$ cat config.mk
export PLATFORM = sky130hd
export DESIGN_NAME = sssl_top
export DESIGN_NICKNAME = d
export VERILOG_FILES = /design/src/hw/sssl_pkg.sv /design/src/hw/sssl_top.sv
export SDC_FILE = /design/constraint.sdc
export NUM_CORES = 1
export LEC_CHECK = 0
export BUFFER_PORTS_ARGS = -buffer_cell sky130_fd_sc_hd__buf_2
export CORE_MARGIN = 4
export CORE_UTILIZATION = 53
export CTS_CLUSTER_SIZE = 14
export DETAILED_ROUTE_END_ITERATION = 10
export PLACE_DENSITY = 0.71
export SLEW_MARGIN = 20
export SYNTH_ARGS = -nofsm -noshare
export SYNTH_HDL_FRONTEND = slang
export SYNTH_SLANG_ARGS = --single-unit
export TNS_END_PERCENT = 30
$ cat constraint.sdc
create_clock -name ref_clk_in -period 11.2 [get_ports ref_clk_in]
set_input_delay 1.12 -clock ref_clk_in [delete_from_list [all_inputs] [get_ports ref_clk_in]]
set_output_delay 1.12 -clock ref_clk_in [all_outputs]
set_load 0.05 [all_outputs]
$ cat src/hw/sssl_pkg.sv
// Package of constants and carrier types for the servo status and stop logic.
package sssl_pkg;
  localparam int SPD_W = 16;
  localparam int POS_W = 32;
  localparam int MS_W = 12;
  localparam int CLK_HZ = 100_000_000;
  localparam int MS_PER_S = 1000;
  localparam int CYC_PER_MS = CLK_HZ / MS_PER_S;
  localparam logic [14:0] DONE_RANGE_RST = 15'h000A;
  localparam logic [14:0] DONE_HYST_RST = 15'h0005;
  localparam logic [14:0] APPROACH_RANGE_RST = 15'h01F4;
  localparam logic [14:0] APPROACH_HYST_RST = 15'h0032;
  localparam logic signed [15:0] SPEED_REACH_RST = 16'sh01F4;
  localparam logic [15:0] SPEED_HYST_RST = 16'h001E;
  localparam logic signed [15:0] TORQUE_REACH_RST = 16'sh0064;
  localparam logic [15:0] TORQUE_HYST_RST = 16'h0005;
  localparam logic [15:0] ZERO_POINT_RST = 16'h000A;
  localparam logic [15:0] ZERO_HYST_RST = 16'h0005;
  localparam logic [15:0] STATIC_POINT_RST = 16'h0005;
  localparam logic [11:0] STANDSTILL_DELAY_MS = 12'h096;
  localparam logic [11:0] RUN_WAIT_MS = 12'h000;
  localparam logic [15:0] RUN_BRAKE_SPEED_RST = 16'h0064;
  localparam logic [11:0] DYN_DELAY_MS_RST = 12'h064;
  localparam logic [1:0] ESTOP_COAST = 2'h0;
  localparam logic [1:0] ESTOP_RAMP = 2'h1;
  localparam logic [1:0] ESTOP_DECEL = 2'h2;

  typedef struct packed {
    logic [14:0] done_range;
    logic [14:0] done_hysteresis;
    logic [14:0] approach_range;
    logic [14:0] approach_hysteresis;
    logic signed [15:0] speed_reach_threshold;
    logic [15:0] speed_reach_hysteresis;
    logic speed_reach_polarity;
    logic signed [15:0] torque_reach_threshold;
    logic [15:0] torque_reach_hysteresis;
    logic torque_reach_polarity;
    logic [15:0] zero_speed_point;
    logic [15:0] zero_speed_hysteresis;
    logic zero_hold_mode;
    logic deviation_clear_mode;
    logic [1:0] emergency_stop_mode;
    logic [15:0] static_speed_point;
    logic [11:0] standstill_brake_delay;
    logic [11:0] running_brake_wait;
    logic [15:0] running_brake_speed;
    logic [11:0] dyn_brake_delay;
  } sssl_cfg_t;

  typedef enum logic [1:0] {
    SSSL_OFF = 2'b00,
    SSSL_ON = 2'b01,
    SSSL_STOP_STILL = 2'b10,
    SSSL_STOP_RUN = 2'b11
  } sssl_state_t;
endpackage : sssl_pkg

$ cat src/hw/sssl_top.sv
// Status comparators, zero clamp, deviation clear, emergency stop and brake sequencing.
`timescale 1ns/1ps
module sssl_top #(
  parameter int CYC_PER_MS = sssl_pkg::CYC_PER_MS
) (
  input wire logic ref_clk_in,
  input wire logic rst_n_in,
  input wire logic clk_en_in,
  input wire sssl_pkg::sssl_cfg_t cfg_in,
  input wire logic pos_mode_in,
  input wire logic speed_mode_in,
  input wire logic signed [31:0] deviation_in,
  input wire logic signed [15:0] motor_speed_in,
  input wire logic signed [15:0] motor_torque_in,
  input wire logic signed [15:0] speed_cmd_in,
  input wire logic signed [31:0] motor_pos_in,
  input wire logic zero_hold_input,
  input wire logic deviation_clear_input,
  input wire logic emergency_stop_input,
  input wire logic servo_on_input,
  input wire logic alarm_in,
  output logic position_done_flag,
  output logic near_position_flag,
  output logic speed_reached_flag,
  output logic torque_reached_flag,
  output logic standstill_speed_flag,
  output logic clamp_active_out,
  output logic clamp_pos_hold_out,
  output logic signed [31:0] clamp_pos_out,
  output logic signed [15:0] speed_cmd_out,
  output logic deviation_clear_out,
  output logic current_on_out,
  output logic ramp_stop_out,
  output logic dyn_brake_en_out,
  output logic brake_release_output
);
  localparam int CW = 32;

  // Hysteresis band: set when at or below the point, release only past point plus hysteresis.
  function automatic logic below_hyst(input logic [31:0] mag, input logic [31:0] pt,
                                      input logic [31:0] hy, input logic cur);
    below_hyst = cur ? (mag <= pt + hy) : (mag <= pt);
  endfunction : below_hyst

  // Above-threshold band with hysteresis on the release side.
  function automatic logic above_hyst(input logic signed [31:0] v, input logic signed [31:0] th,
                                      input logic signed [31:0] hy, input logic cur);
    above_hyst = cur ? (v > th - hy) : (v > th);
  endfunction : above_hyst

  function automatic logic [31:0] abs32(input logic signed [31:0] v);
    abs32 = v[31] ? 32'(-v) : 32'(v);
  endfunction : abs32

  // Signed level compare with polarity: either direction, or the sign of the threshold only.
  function automatic logic reach_cmp(input logic signed [31:0] v, input logic signed [31:0] th,
                                     input logic signed [31:0] hy, input logic pol, input logic cur);
    if (!pol) reach_cmp = above_hyst($signed(abs32(v)), $signed(abs32(th)), hy, cur);
    else if (!th[31]) reach_cmp = above_hyst(v, th, hy, cur);
    else reach_cmp = above_hyst(-v, -th, hy, cur);
  endfunction : reach_cmp

  logic [31:0] dev_mag;
  logic [31:0] spd_mag;
  logic [31:0] cmd_mag;
  assign dev_mag = abs32(deviation_in);
  assign spd_mag = abs32(CW'(motor_speed_in));
  assign cmd_mag = abs32(CW'(speed_cmd_in));

  logic done_reg;
  logic near_reg;
  logic spd_reg;
  logic trq_reg;
  logic zero_reg;
  logic static_reg;

  // Zero speed band: set below the point, released only at point plus hysteresis.
  function automatic logic cur_zero(input logic [31:0] mag);
    cur_zero = zero_reg ? (mag < CW'(cfg_in.zero_speed_point) + CW'(cfg_in.zero_speed_hysteresis))
                        : (mag < CW'(cfg_in.zero_speed_point));
  endfunction : cur_zero

  always_ff @(posedge ref_clk_in or negedge rst_n_in) begin
    if (!rst_n_in) begin
      done_reg <= 1'b0;
      near_reg <= 1'b0;
    end else if (clk_en_in) begin
      done_reg <= pos_mode_in &&
        below_hyst(dev_mag, CW'(cfg_in.done_range), CW'(cfg_in.done_hysteresis), done_reg);
      near_reg <= pos_mode_in &&
        below_hyst(dev_mag, CW'(cfg_in.approach_range), CW'(cfg_in.approach_hysteresis), near_reg);
    end
  end

  always_ff @(posedge ref_clk_in or negedge rst_n_in) begin
    if (!rst_n_in) begin
      spd_reg <= 1'b0;
      trq_reg <= 1'b0;
      zero_reg <= 1'b0;
      static_reg <= 1'b0;
    end else if (clk_en_in) begin
      spd_reg <= reach_cmp(CW'(motor_speed_in), CW'(cfg_in.speed_reach_threshold),
                           $signed(CW'(cfg_in.speed_reach_hysteresis)), cfg_in.speed_reach_polarity, spd_reg);
      trq_reg <= reach_cmp(CW'(motor_torque_in), CW'(cfg_in.torque_reach_threshold),
                           $signed(CW'(cfg_in.torque_reach_hysteresis)), cfg_in.torque_reach_polarity, trq_reg);
      // Zero speed held until speed reaches point plus hysteresis.
      zero_reg <= cur_zero(spd_mag);
      // Stationary judgement, used by the brake sequencer and the dynamic brake enable.
      static_reg <= (spd_mag < CW'(cfg_in.static_speed_point));
    end
  end

  assign position_done_flag = done_reg;
  assign near_position_flag = near_reg;
  assign speed_reached_flag = spd_reg;
  assign torque_reached_flag = trq_reg;
  assign standstill_speed_flag = zero_reg;

  // Clamp needs all three conditions together.
  logic clamp_cond;
  assign clamp_cond = speed_mode_in && zero_hold_input && (cmd_mag < CW'(cfg_in.zero_speed_point));

  logic clamp_reg;
  logic signed [31:0] clamp_pos_reg;
  logic signed [15:0] cmd_reg;
  always_ff @(posedge ref_clk_in or negedge rst_n_in) begin
    if (!rst_n_in) begin
      clamp_reg <= 1'b0;
      clamp_pos_reg <= '0;
      cmd_reg <= '0;
    end else if (clk_en_in) begin
      clamp_reg <= clamp_cond;
      if (clamp_cond && !clamp_reg) begin
        clamp_pos_reg <= motor_pos_in;
      end
      cmd_reg <= (clamp_cond && cfg_in.zero_hold_mode) ? 16'sh0000 : speed_cmd_in;
    end
  end
  assign clamp_active_out = clamp_reg;
  assign clamp_pos_hold_out = clamp_reg && !cfg_in.zero_hold_mode;
  assign clamp_pos_out = clamp_pos_reg;
  assign speed_cmd_out = cmd_reg;

  logic clear_prev_reg;
  logic clear_pulse_reg;
  always_ff @(posedge ref_clk_in or negedge rst_n_in) begin
    if (!rst_n_in) begin
      clear_prev_reg <= 1'b0;
      clear_pulse_reg <= 1'b0;
    end else if (clk_en_in) begin
      clear_prev_reg <= deviation_clear_input;
      // Rising-edge clear in position mode, clear mode 1 only.
      clear_pulse_reg <= pos_mode_in && cfg_in.deviation_clear_mode && deviation_clear_input && !clear_prev_reg;
    end
  end
  assign deviation_clear_out = clear_pulse_reg;

  // Brake and current sequencer.
  sssl_pkg::sssl_state_t state_reg;
  logic [31:0] cnt_reg;
  logic [31:0] still_cyc;
  logic [31:0] run_cyc;
  assign still_cyc = CW'(cfg_in.standstill_brake_delay) * CW'(CYC_PER_MS);
  assign run_cyc = CW'(cfg_in.running_brake_wait) * CW'(CYC_PER_MS);

  logic stop_req;
  logic estop_coast;
  assign stop_req = !servo_on_input || alarm_in;
  // Mode 0 emergency drops current immediately.
  assign estop_coast = emergency_stop_input && (cfg_in.emergency_stop_mode == sssl_pkg::ESTOP_COAST);

  always_ff @(posedge ref_clk_in or negedge rst_n_in) begin
    if (!rst_n_in) begin
      state_reg <= sssl_pkg::SSSL_OFF;
      cnt_reg <= '0;
    end else if (clk_en_in) begin
      case (state_reg)
        sssl_pkg::SSSL_OFF: begin
          cnt_reg <= '0;
          if (!stop_req) state_reg <= sssl_pkg::SSSL_ON;
        end
        sssl_pkg::SSSL_ON: begin
          cnt_reg <= '0;
          if (stop_req) state_reg <= static_reg ? sssl_pkg::SSSL_STOP_STILL : sssl_pkg::SSSL_STOP_RUN;
        end
        // Brake first, current off after standstill delay.
        sssl_pkg::SSSL_STOP_STILL: begin
          cnt_reg <= cnt_reg + 32'h00000001;
          if (cnt_reg + 32'h00000001 >= still_cyc) state_reg <= sssl_pkg::SSSL_OFF;
        end
        // Current off first, brake after wait or at brake speed.
        sssl_pkg::SSSL_STOP_RUN: begin
          cnt_reg <= cnt_reg + 32'h00000001;
          if (cnt_reg >= run_cyc || spd_mag <= CW'(cfg_in.running_brake_speed)) state_reg <= sssl_pkg::SSSL_OFF;
        end
        default: state_reg <= sssl_pkg::SSSL_OFF;
      endcase
    end
  end

  logic cur_reg;
  logic release_reg;
  logic ramp_reg;
  logic dyn_reg;
  always_ff @(posedge ref_clk_in or negedge rst_n_in) begin
    if (!rst_n_in) begin
      cur_reg <= 1'b0;
      release_reg <= 1'b0;
      ramp_reg <= 1'b0;
      dyn_reg <= 1'b0;
    end else if (clk_en_in) begin
      cur_reg <= (state_reg == sssl_pkg::SSSL_ON || state_reg == sssl_pkg::SSSL_STOP_STILL) && !estop_coast;
      release_reg <= (state_reg == sssl_pkg::SSSL_ON) || (state_reg == sssl_pkg::SSSL_STOP_RUN);
      // Every mode but 0 (modes 1 to 3) keeps current and raises the ramp stop output.
      ramp_reg <= emergency_stop_input && (cfg_in.emergency_stop_mode != sssl_pkg::ESTOP_COAST);
      dyn_reg <= (cfg_in.dyn_brake_delay != 12'h000) && !cur_reg && !static_reg;
    end
  end
  assign current_on_out = cur_reg;
  assign brake_release_output = release_reg;
  assign ramp_stop_out = ramp_reg;
  assign dyn_brake_en_out = dyn_reg;
endmodule : sssl_top

Word-level counts from Yosys, hierarchy flattened --
Index checks and enable logic that the tools add are counted.
Operators by class: add/subtract/negate cells 16, multipliers 2, div/mod/pow operators 0, order comparisons 23, equality and inequality tests 7, shift-type cells 0, muxes and demuxes 27, bitwise gates (word level) 0, reductions and logical operators 34
Operators by type and width (number):
- $gt 32x32->1 | 8
- $mux 32 | 6
- $neg 16->32 | 5
- $sub 32x17->32 | 4
- $le 32x16->1 | 3
- $lt 32x16->1 | 3
- $ge 32x29->1 | 2
- $le 32x15->1 | 2
- $pmux 32 s2 | 1
- $mul 12x12->24 const B | 2
- $gt 16x18->1 | 2
- $sub 16x17->18 | 2
- $add 15x15->16 | 2
- $add 32x1->32 const B | 1
- $gt 16x16->1 | 2
- $lt 32x17->1 | 1
- $neg 32->32 | 1
- $add 16x16->17 | 1
- $mux 16 | 1
- $logic_and 1x1->1 | 15
- $mux 1 | 14
- $reduce_bool 12->1 | 1
- $mux 2 | 4
- $ne 2x2->1 const B | 4
- 10 further kinds | 22
Storage, ports and cells: register bits 95, latch bits 0, bits in writable memories 0, memory bits (read-only) 0, input port bits 352, output and inout bits 60, memories 0

Logic depth before layout (Yosys ltp) --
Gate-level depths: netlist of run 1.
depth after elaboration 6, mapped depth 28

Worst setup path after synthesis of run 1 --
Ideal clock, no wire load.
path kind input -> register, start point in cfg_in[33] in the netlist's numbering, end point reg state_reg[1], library setup time 125 ps, arrival time 6573 ps, path slack 4502 ps, cell stages on the path 25, cells stage by stage ha_1 -> ha_1 -> fa_1 -> inv_1 -> fa_1 -> fa_1 -> inv_1 -> ha_1 -> or2_2 -> a21o_1 -> o41ai_1 -> o21ai_0 -> o211a_1 -> o21a_1 -> o21ai_0 -> nand2b_1 -> xnor2_1 -> ha_1 -> a21oi_1 -> nor2b_1 -> o21ai_0 -> nand3_1 -> a211o_1 -> o2111ai_1 -> mux2_2
On the way: cells in the longest elaborated chain, start to end 5
RTL lines:
- start, declared | RTL line sssl_top.sv:9 | input wire sssl_pkg::sssl_cfg_t cfg_in,
- $mul 12x12->24 | RTL line sssl_top.sv:164 | assign run_cyc = CW'(cfg_in.running_brake_wait) * CW'(CYC_PER_MS);
- $ge 32x29->1 | RTL line sssl_top.sv:194 | if (cnt_reg >= run_cyc || spd_mag <= CW'(cfg_in.running_brake_speed)) state_reg <= sssl_pkg::SSSL_OFF;
- $logic_or 1x1->1 | RTL line sssl_top.sv:194
- $ne 2x2->1 (no line)
- $reduce_and 5->1 (no line)
- end signal, assigned | RTL line sssl_top.sv:189 | if (cnt_reg + 32'h00000001 >= still_cyc) state_reg <= sssl_pkg::SSSL_OFF;
- end signal, assigned | RTL line sssl_top.sv:194
- end signal, assigned | RTL line sssl_top.sv:196 | default: state_reg <= sssl_pkg::SSSL_OFF;
- end, declared | RTL line sssl_top.sv:159 | sssl_pkg::sssl_state_t state_reg;
No other way between the ends. A chain may end at the register's enable or synchronous reset.

Worst setup path after layout of run 1 --
start point in cfg_in[155] in the netlist's numbering, end point reg spd_reg (netlist: speed_reached_flag)
On the way: cells in the longest elaborated chain, start to end 6, elaborated cells between the ends (all ways) 16, those cells by class add/sub: 4; order compare: 6; mux: 6
RTL lines:
- $neg 16->32 | RTL line sssl_top.sv:52, sssl_top.sv:60
- $mux 32 or $sub 32x17->32 (tied branches) | RTL line sssl_top.sv:52, sssl_top.sv:48
- $sub 32x17->32 or $gt 32x32->1 (tied branches) | RTL line sssl_top.sv:48 | above_hyst = cur ? (v > th - hy) : (v > th);
- $gt 32x32->1 or $mux 1 (tied branches) | RTL line sssl_top.sv:48
- $mux 1, on equally long branches | RTL line sssl_top.sv:48, sssl_top.sv:59
- $mux 1 (*) | RTL line sssl_top.sv:58 | if (!pol) reach_cmp = above_hyst($signed(abs32(v)), $signed(abs32(th)), hy, cur);
- end signal, assigned | RTL line sssl_top.sv:102 | spd_reg <= reach_cmp(CW'(motor_speed_in), CW'(cfg_in.speed_reach_threshold),
- end, declared | RTL line sssl_top.sv:72 | logic spd_reg;
Every way passes the cells marked *; elsewhere a longest branch is shown, timed or not.

==> results.yml, run 1 <==
cells_and_area:
  design_area_um2: 35820
  area_growth_pct: 9.999
  final_common_cell: "ha_1"
  drive_gt1_share_pct: 12.20
  final_cell_mix: "ha_1 (904), inv_1 (508), buf_2 (409)"
  nets: 5767
place:
  dp_hpwl_um: 84050
  dp_worst_setup_slack_ps: 3543
  globalplace.congestion: 0.9982
  dpl_cell_area_um2: 35470
  portBuffers: 411
floorplan:
  fp.dieArea_um2: 65470
  ioPinCount: 412
  placementRows: 90
  dieWidth_um: 255.9
  start_util_pct: 53.75
  core_um2: 60580
  dieHeight_um: 255.9
run_status:
  status: "finished clean"
worst_setup_path:
  required_ps: 11460
  crit_type: "in2reg"
  start_kind: "primary input"
  ff2ff_setup_slack_ps: 6570
  path_max_fanout: 9
  worstSetupEndpointType: "register"
  worstPathArrival_ps: 7580
  r2r_cells: 14
clock_tree:
  insertion_delay_ps: 390
  htreeDepth: 3
  cts_tree: "yes"
  cts_max_path_buffers: 2
  clk_pin_slew_ps: 80
  cts_sinks: 95
  cts_buffers: 9
  cts_setup_buffers: 0
  ctsResizeCount: 0
  root_buffer: "clkbuf_16"
  cts_hold_buf: 0
timing:
  finalCriticalPeriod_ps: 7326
  worstMarginPinSlew_ps: 1214
  fin_skew_ps: 13.04
  fin_setup_tns_ps: 0
  setup_viol: 0
  rsz0062_at_grt: "false"
  timing.hold.ws_ps: 502.5
  drv_slew: 0
  fin_crit_sh_pct: 65.41
  clock.fmax_mhz: 136.5
  finalHoldViolations: 0
  setup_slack_ps: 3874
  maxSlewHeadroom_pct: 18.46
power:
  p_total_w: 0.003708
  clkPwrFrac_pct: 10.3
  switching_share_pct: 51.70
  ir_worst_vdd_mv: 0.1174
  p_int_w: 0.001791
  seqPwrFrac_pct: 12.2
  p_comb_share_pct: 77.5
  p_per_area_nw_per_um2: 103.5
  switchingPower_w: 0.001917
  p_leak_nw: 19.23
yosys:
  synthCells: 4070
  syn_avg_cell_area_um2: 8.000
  synth.distinct_cells: 80
  synthArstFlopShare_pct: 100.0
  synth_nets: 5389
  synth_warnings: 0
  synth_seq_area_share_pct: 7.301
  synth_edf_count: 0
  syn-cell-area_um2: 32560
  ys.flop_type: "dfrtp_1"
  synth_seq_cells: 95
routing:
  wl_um: 97470
  dr.pass1.iters: 6
  vias_per_cell: 5.888
  ant_nets: 0
  drcViolationCount: 0
  wire_per_inst_um: 18.61
  num_vias: 30841
  drtIter0Drc: 1985
global_route:
  grt.total_usage_pct: 28.49
  grt_pass1_wl_um: 153700
  grt_pass1_vias: 29386
  grt-ovfl-total: 0
  antenna_found_initial: 7
  grt_max_degree: 57
worst_hold_path:
  holdPathStages: 1
  holdCritPathClass: "reg2reg"
flow_run:
  drv_cap: 0
[per-layer routing]
layer | track usage [%] | part of all wire (%) | vias up
met2 | 47.05 | 45 | 1004
met4 | 7.192 | 2.4 | 6
li1 | - | - | 15370
met3 | 4.086 | 7.3 | 137
met5 | 0 | 0.035 | -
met1 | 39.26 | 45 | 14324
[layout make-up]
cell class,instances,area (um^2)
Timing Repair Buffer,424,2160
Clock inverter,6,108.9
Antenna cell,4,10.01
Multi-Input combinational cell,3409,28050
Tap cell,782,978.4
Clock buffer,9,225.2
Inverter,509,1911
Fill cell,5724,24770
Sequential cell,95,2377
[power by group through the flow]
stage          Combinational, W  Clock, W  Sequential (W)
2_1_floorplan           0.00195         0        0.000627
3_3_place_gp            0.00279         0        0.000457
3_5_place_dp            0.00284         0        0.000457
4_1_cts                 0.00287  0.000389        0.000453
5_1_grt                 0.00326  0.000399        0.000461
6_report                0.00287  0.000380        0.000453
[critical path: stages]
cell       delay, ps
buf_2            130
nor3_1           400
nand3_1          240
nor3_1           410
nand3_1          230
or3_1            430
or3_1            380
or3_1            480
ha_1             360
inv_1             50
ha_1             170
nand2b_1         270
or2_2            330
o22ai_1          280
nand2_1          120
xnor2_1          140
ha_1             310
nand2_1           60
o21ai_0          100
a2111o_1         400
a2111oi_0        390
o21ai_0          190
mux2i_1          200
o21ai_0           90
a21oi_1          170
o211ai_1         110
[metrics by stage]
| step | std cells | util [%] |
|---|---|---|
| after floorplan | 4070 | - |
| after global placement | 5219 | 58.54 |
| after detailed placement | 5219 | 58.54 |
| after CTS | 5234 | 59.09 |
| after global routing | 5237 | 59.12 |
| final | 5238 | 59.12 |
[worst paths after layout]
kind                                            startpoint                        endpoint
worst max-delay path                           cfg_in[155]  speed_reached_flag$_DFFE_PN0P_
worst min-delay path            clear_prev_reg$_DFFE_PN0P_      clear_prev_reg$_DFFE_PN0P_
worst max register to register      cnt_reg[0]$_DFFE_PN0P_        state_reg[1]$_DFFE_PN0P_
worst min register to register  clear_prev_reg$_DFFE_PN0P_      clear_prev_reg$_DFFE_PN0P_
max in group asynchronous                         rst_n_in    clamp_pos_out[6]$_DFFE_PN0P_
min in group asynchronous                         rst_n_in          cnt_reg[7]$_DFFE_PN0P_
[cell families after synthesis]
| logic type | count (synthesis) | synth area share (%) |
|---|---|---|
| simple gates | 1131 | 17.91 |
| buf+inv | 566 | 6.586 |
| mux | 65 | 2.144 |
| compound gates | 869 | 17.30 |
| xor+xnor | 377 | 10.14 |
| fa+ha+maj | 967 | 38.61 |
| flops | 95 | 7.301 |
[synth_stat cells, types with 46 or more instances]
cell	instances	area (um^2)
o21ai_0	178	890.9
ha_1	904	11310
xnor2_1	243	2128
nor3_1	122	610.6
nand4_1	105	656.9
o21a_1	49	367.9
nor4_1	46	287.8
a21oi_1	242	1211
a21o_1	123	923.4
xor2_1	134	1174
inv_1	508	1907
nand2_1	270	1013
nand2b_1	65	406.6
nand3_1	97	485.5
fa_1	63	1261
dfrtp_1	95	2377
nor2_1	185	694.4
No activity file was read; power rests on OpenSTA's default activity.
==> run 2, diff against run 1 <==
--- a/config.mk
+++ b/config.mk
@@ -10,7 +10,7 @@
 export CORE_UTILIZATION = 53
 export CTS_CLUSTER_SIZE = 14
 export DETAILED_ROUTE_END_ITERATION = 10
-export PLACE_DENSITY = 0.71
+export PLACE_DENSITY = 0.74
 export SLEW_MARGIN = 20
 export SYNTH_ARGS = -nofsm -noshare
 export SYNTH_HDL_FRONTEND = slang
==> constraint.sdc (replaced) <==
create_clock -name ref_clk_in -period 6.6 [get_ports ref_clk_in]
set_input_delay 0.66 -clock ref_clk_in [delete_from_list [all_inputs] [get_ports ref_clk_in]]
set_output_delay 0.66 -clock ref_clk_in [all_outputs]
set_load 0.05 [all_outputs]
==> run 2 against run 1 <==
Sequential share of layout area fell by 0.099 points. Critical path depth did not move. Count of clock-buffer cells in the layout grew 1. Non-clock buffer count increased by 77. Power rose by 69%. Die area unchanged. Utilization rose by 0.90 points. Register-to-register slack worse by 4500 ps. Clock skew decreased by 2.7 ps. Flip-flop and latch count stayed put. Hold slack worse by 240 ps. Critical path type unchanged. Largest cell class unchanged. Largest power group unchanged. Highest routed layer unchanged.
==> results.yml, run 2 (synthesis results as in run 1) <==
run_status:
  status: "finished clean"
clock_tree:
  root_buffer: "clkbuf_16"
  clk_pin_slew_ps: 80
  htreeDepth: 3
  insertion_delay_ps: 380
  cts_buffers: 9
  cts_sinks: 95
  cts_setup_buffers: 0
  cts_tree: "yes"
  cts_max_path_buffers: 2
  ctsResizeCount: 0
  cts_hold_buf: 0
global_route:
  use_met3_pct: 4.185
  grt_pass1_vias: 30063
  grt-busiest-layer: "met2"
  use_met1_pct: 38.33
  grt_pass1_wl_um: 153200
  grt-ovfl-total: 0
  grt.total_usage_pct: 28.14
  antenna_found_initial: 13
  grt_max_degree: 64
  met2_usage_pct: 47.02
worst_setup_path:
  path_max_fanout: 6
  slowest_stage: "fa_1"
  start_kind: "primary input"
  required_ps: 6870
  crit_type: "in2reg"
  worstPathArrival_ps: 6490
  slowest_delay_ps: 540
  worstSetupEndpointType: "register"
timing:
  finalHoldViolations: 0
  fin_crit_sh_pct: 94.24
  maxSlewHeadroom_pct: 16.81
  setup_viol: 0
  timing.hold.ws_ps: 263.9
  rsz0062_at_grt: "false"
  clock.fmax_mhz: 160.8
  drv_slew: 0
  finalCriticalPeriod_ps: 6220
  fin_setup_tns_ps: 0
  fin_skew_ps: 10.35
  worstMarginPinSlew_ps: 1239
floorplan:
  dieHeight_um: 255.9
  start_util_pct: 53.75
  dieWidth_um: 255.9
  core_um2: 60580
  placementRows: 90
  ioPinCount: 412
  fp.dieArea_um2: 65470
routing:
  dr.pass1.iters: 6
  wl_um: 95970
  num_vias: 30956
  vias_per_cell: 5.821
  ant_nets: 0
  drtIter0Drc: 1979
  wire_per_inst_um: 18.05
  drcViolationCount: 0
worst_hold_path:
  holdCritPathClass: "in2async"
place:
  globalplace.congestion: 0.9963
  portBuffers: 411
  dp_hpwl_um: 83240
  dpl_cell_area_um2: 36040
  dp_cells: 5296
cells_and_area:
  nets: 5844
  area_growth_pct: 11.67
  final_cell_mix: "ha_1 (904), inv_1 (508), buf_2 (409)"
  final_core_util_pct: 60.02
  final_cells: 5318
  fillers: 5568
  final_common_cell: "ha_1"
  design_area_um2: 36360
  drive_gt1_share_pct: 13.73
power:
  p_leak_nw: 19.57
  ir_worst_vdd_mv: 0.1910
  p_per_area_nw_per_um2: 172.2
flow_run:
  drv_cap: 0
-- run 2: cell count changes in the layout (fill, tap and decap cells not counted), sizes merged --
cell,previous run,this run
diode,4,7
clkinv,2,1
inv,510,512
bufinv,3,0
clkinvlp,0,1
buf,424,501
clkbuf,9,10
-- run 2: final cells by class --
class                   instances  area (um^2)  area share, %
clock inverters                 5        41.29         0.1136
diodes                          7        17.52        0.04818
inverters                     509         1911          5.255
clock buffers                  10        239.0         0.6573
repair buffers                501         2738          7.529
multi-input cells            3409        28060          77.17
flip-flops and latches         95         2377          6.538
well taps                     782        978.4          2.691
-- run 2: critical path, delay by kind of cell --
| kind | cells | cell delay [ps] |
|---|---|---|
| adder cells (fa/ha/maj) | 7 | 2830 |
| multiplexers | 1 | 360 |
| AO/OA/AOI/OAI | 8 | 1470 |
| AND/OR/NAND/NOR | 4 | 550 |
| buffers and inverters | 5 | 370 |
| XOR/XNOR | 1 | 230 |
-- run 2: per-stage QoR --
stage / setup WS (ps) / total power, W
finish: 379.9 / 0.006261
global route: 18.81 / 0.006991
CTS: 336.6 / 0.006264
detailed placement: -37.24 / 0.005669
global placement: 47.80 / 0.005582
floorplan: 362.5 / 0.004378
-- run 2: worst paths after layout --
kind | startpoint | cells after the start | slack [ps] | endpoint
max | cfg_in[42] | 26 | 380 | state_reg[1]$_DFFE_PN0P_
min | rst_n_in | 1 | 260 | cnt_reg[5]$_DFFE_PN0P_
max reg2reg | cnt_reg[0]$_DFFE_PN0P_ | 14 | 2100 | state_reg[1]$_DFFE_PN0P_
min reg2reg | clamp_pos_out[21]$_DFFE_PN0P_ | 1 | 510 | clamp_pos_out[21]$_DFFE_PN0P_
max in group asynchronous | rst_n_in | 2 | 5110 | clamp_active_out$_DFFE_PN0P_
min in group ref_clk_in | motor_pos_in[0] | 2 | 500 | clamp_pos_out[0]$_DFFE_PN0P_
-- run 2: where the power goes --
part / switching (W) / total [W] / internal [W]
Sequential: 0.0000840 / 0.000767 / 0.000683
Combinational: 0.00289 / 0.00495 / 0.00205
Clock: 0.000278 / 0.000547 / 0.000269
-- run 2: per-layer routing --
layer	vias up	share of wire, %
li1	15547	-
met1	14343	46
met2	908	45
met3	150	6.6
met4	8	2.6
met5	-	0.038
==> run 3, diff against run 2 <==
--- a/config.mk
+++ b/config.mk
@@ -10,7 +10,8 @@
 export CORE_UTILIZATION = 53
 export CTS_CLUSTER_SIZE = 14
 export DETAILED_ROUTE_END_ITERATION = 10
-export PLACE_DENSITY = 0.74
+export PLACE_DENSITY = 0.84
+export SETUP_SLACK_MARGIN = 0.15
 export SLEW_MARGIN = 20
 export SYNTH_ARGS = -nofsm -noshare
 export SYNTH_HDL_FRONTEND = slang
==> run 3 against run 2 <==
Sequential power is essentially flat. Sequential share of layout area is essentially flat. First-iteration DRC count grew 17%. Largest cell class unchanged.
==> results.yml, run 3 (synthesis results as in run 1) <==
worst_setup_path:
  crit_type: "in2reg"
  worstPathArrival_ps: 6480
  required_ps: 6900
  worstSetupEndpointType: "register"
  start_kind: "primary input"
  path_max_fanout: 8
cells_and_area:
  final_common_cell: "ha_1"
  final_cells: 5342
  fillers: 5272
  nets: 5865
  area_growth_pct: 12.33
  regArea_um2: 2377
  drive_gt1_share_pct: 14.26
  final_core_util_pct: 60.37
  multiInputGateArea_um2: 28100
  final_cell_mix: "ha_1 (904), inv_1 (508), buf_2 (409)"
place:
  portBuffers: 411
  dp_worst_setup_slack_ps: -98.26
  dp_hpwl_um: 83230
  dp_cells: 5317
  globalplace.congestion: 0.9829
timing:
  fin_crit_sh_pct: 93.67
  setup_slack_ps: 417.9
  clock.fmax_mhz: 161.8
  maxSlewHeadroom_pct: 30.15
  drv_slew: 0
  rsz0062_at_grt: "true"
  worstMarginPinSlew_ps: 1040
  finalCriticalPeriod_ps: 6182
  finalHoldViolations: 0
  fin_skew_ps: 16.52
  setup_viol: 0
clock_tree:
  root_buffer: "clkbuf_16"
  insertion_delay_ps: 400
  cts_max_path_buffers: 2
  cts_sinks: 95
  htreeDepth: 3
  cts_tree: "yes"
  cts_setup_buffers: 0
  clk_pin_slew_ps: 100
  cts_buffers: 9
routing:
  drtIter0Drc: 2317
  wl_um: 96880
  wire_per_inst_um: 18.14
  vias_per_cell: 5.968
  ant_nets: 0
  drcViolationCount: 0
  num_vias: 31882
  dr.pass1.iters: 6
worst_hold_path:
  holdCritPathClass: "in2async"
flow_run:
  drv_cap: 0
global_route:
  antenna_found_initial: 15
  grt_pass1_vias: 30942
  grt_pass1_wl_um: 153800
  grt_max_degree: 51
  grt-ovfl-total: 0
  grt.total_usage_pct: 28.14
power:
  clkPwrFrac_pct: 9.1
  ir_worst_vdd_mv: 0.2179
  p_per_area_nw_per_um2: 175.2
  p_comb_share_pct: 79.0
  seqPwrFrac_pct: 11.9
  p_total_w: 0.006409
  p_int_w: 0.003045
  switchingPower_w: 0.003364
  switching_share_pct: 52.48
  p_leak_nw: 19.69
floorplan:
  start_util_pct: 53.75
  core_um2: 60580
  dieWidth_um: 255.9
  dieHeight_um: 255.9
  fp.dieArea_um2: 65470
  ioPinCount: 412
  placementRows: 90
run_status:
  status: "finished clean"
-- run 3: changes by cell type in the layout (fill, tap and decap cells not counted), sizes merged --
| cell | change |
|---|---|
| clkinv | +3 |
| buf | +21 |
| diode | +2 |
| clkbuf | -1 |
| inv | -1 |
-- run 3: cell type report --
class                      count  share of cell area [%]
multi-input combinational   3409                   76.82
tap                          782                   2.675
sequential                    95                   6.500
timing repair buffer         522                   7.916
clock buffer                   9                  0.6157
inverter                     509                   5.224
antenna                        9                 0.06157
clock inverter                 7                  0.1881
-- run 3: power groups by stage --
| stage | clock network [W] | registers, W | logic (W) |
|---|---|---|---|
| global route | 0.000616 | 0.000778 | 0.00569 |
| global placement | 0 | 0.000770 | 0.00477 |
| CTS | 0.000600 | 0.000764 | 0.00497 |
| floorplan | 0 | 0.00106 | 0.00331 |
| finish | 0.000583 | 0.000765 | 0.00506 |
| detailed placement | 0 | 0.000773 | 0.00493 |
-- run 3: worst max-delay path, cell delays in order --
cell	delay, ps
buf_2	110
buf_4	130
nor3_1	200
nand3_1	160
nor3_1	180
buf_4	160
nand3_1	90
or3_1	370
or3_1	400
or3_1	350
ha_1	310
inv_1	40
ha_1	290
nor2_1	80
a41oi_1	650
nor3b_1	150
xor2_1	190
ha_1	290
nand3_1	100
or3_1	410
nor3_1	200
a21oi_1	120
or2_2	290
a41o_1	230
a21oi_1	200
o21ai_0	120
-- run 3: through the flow --
step           TNS, ps  hold slack (ps)  instance area, um^2
5_1_grt              0            288.6                36570
3_3_place_gp         0            485.7                36200
4_1_cts              0            263.1                36500
2_1_floorplan        0            364.4                32560
6_report             0            274.9                36580
3_5_place_dp    -121.4            489.4                36200
-- run 3: layer usage --
layer / vias to the layer above / track usage [%] / wire (um)
li1: 15594 / - / -
met1: 14804 / 36.75 / 41770
met2: 1249 / 47.61 / 44230
met3: 225 / 4.502 / 7706
met4: 10 / 9.157 / 3102
met5: - / 0 / 70
-- run 3: worst paths after layout --
kind / startpoint / end / slack (ps) / depth (start not counted)
max in group asynchronous: rst_n_in / speed_cmd_out[11]$_DFFE_PN0P_ / 5090 / 2
worst min register to register: clamp_pos_out[31]$_DFFE_PN0P_ / clamp_pos_out[31]$_DFFE_PN0P_ / 500 / 1
min in group ref_clk_in: motor_pos_in[7] / clamp_pos_out[7]$_DFFE_PN0P_ / 480 / 2
worst max-delay path: cfg_in[121] / torque_reached_flag$_DFFE_PN0P_ / 420 / 26
worst min-delay path: rst_n_in / state_reg[1]$_DFFE_PN0P_ / 270 / 1
worst max register to register: cnt_reg[1]$_DFFE_PN0P_ / state_reg[1]$_DFFE_PN0P_ / 2120 / 14
-- run 3: what timing repair did --
| item | CTS | global route |
|---|---|---|
| endpoints found under the setup margin | 0 | 4 |
| hold buffers | 0 | 0 |
| gates resized for setup | 0 | 12 |
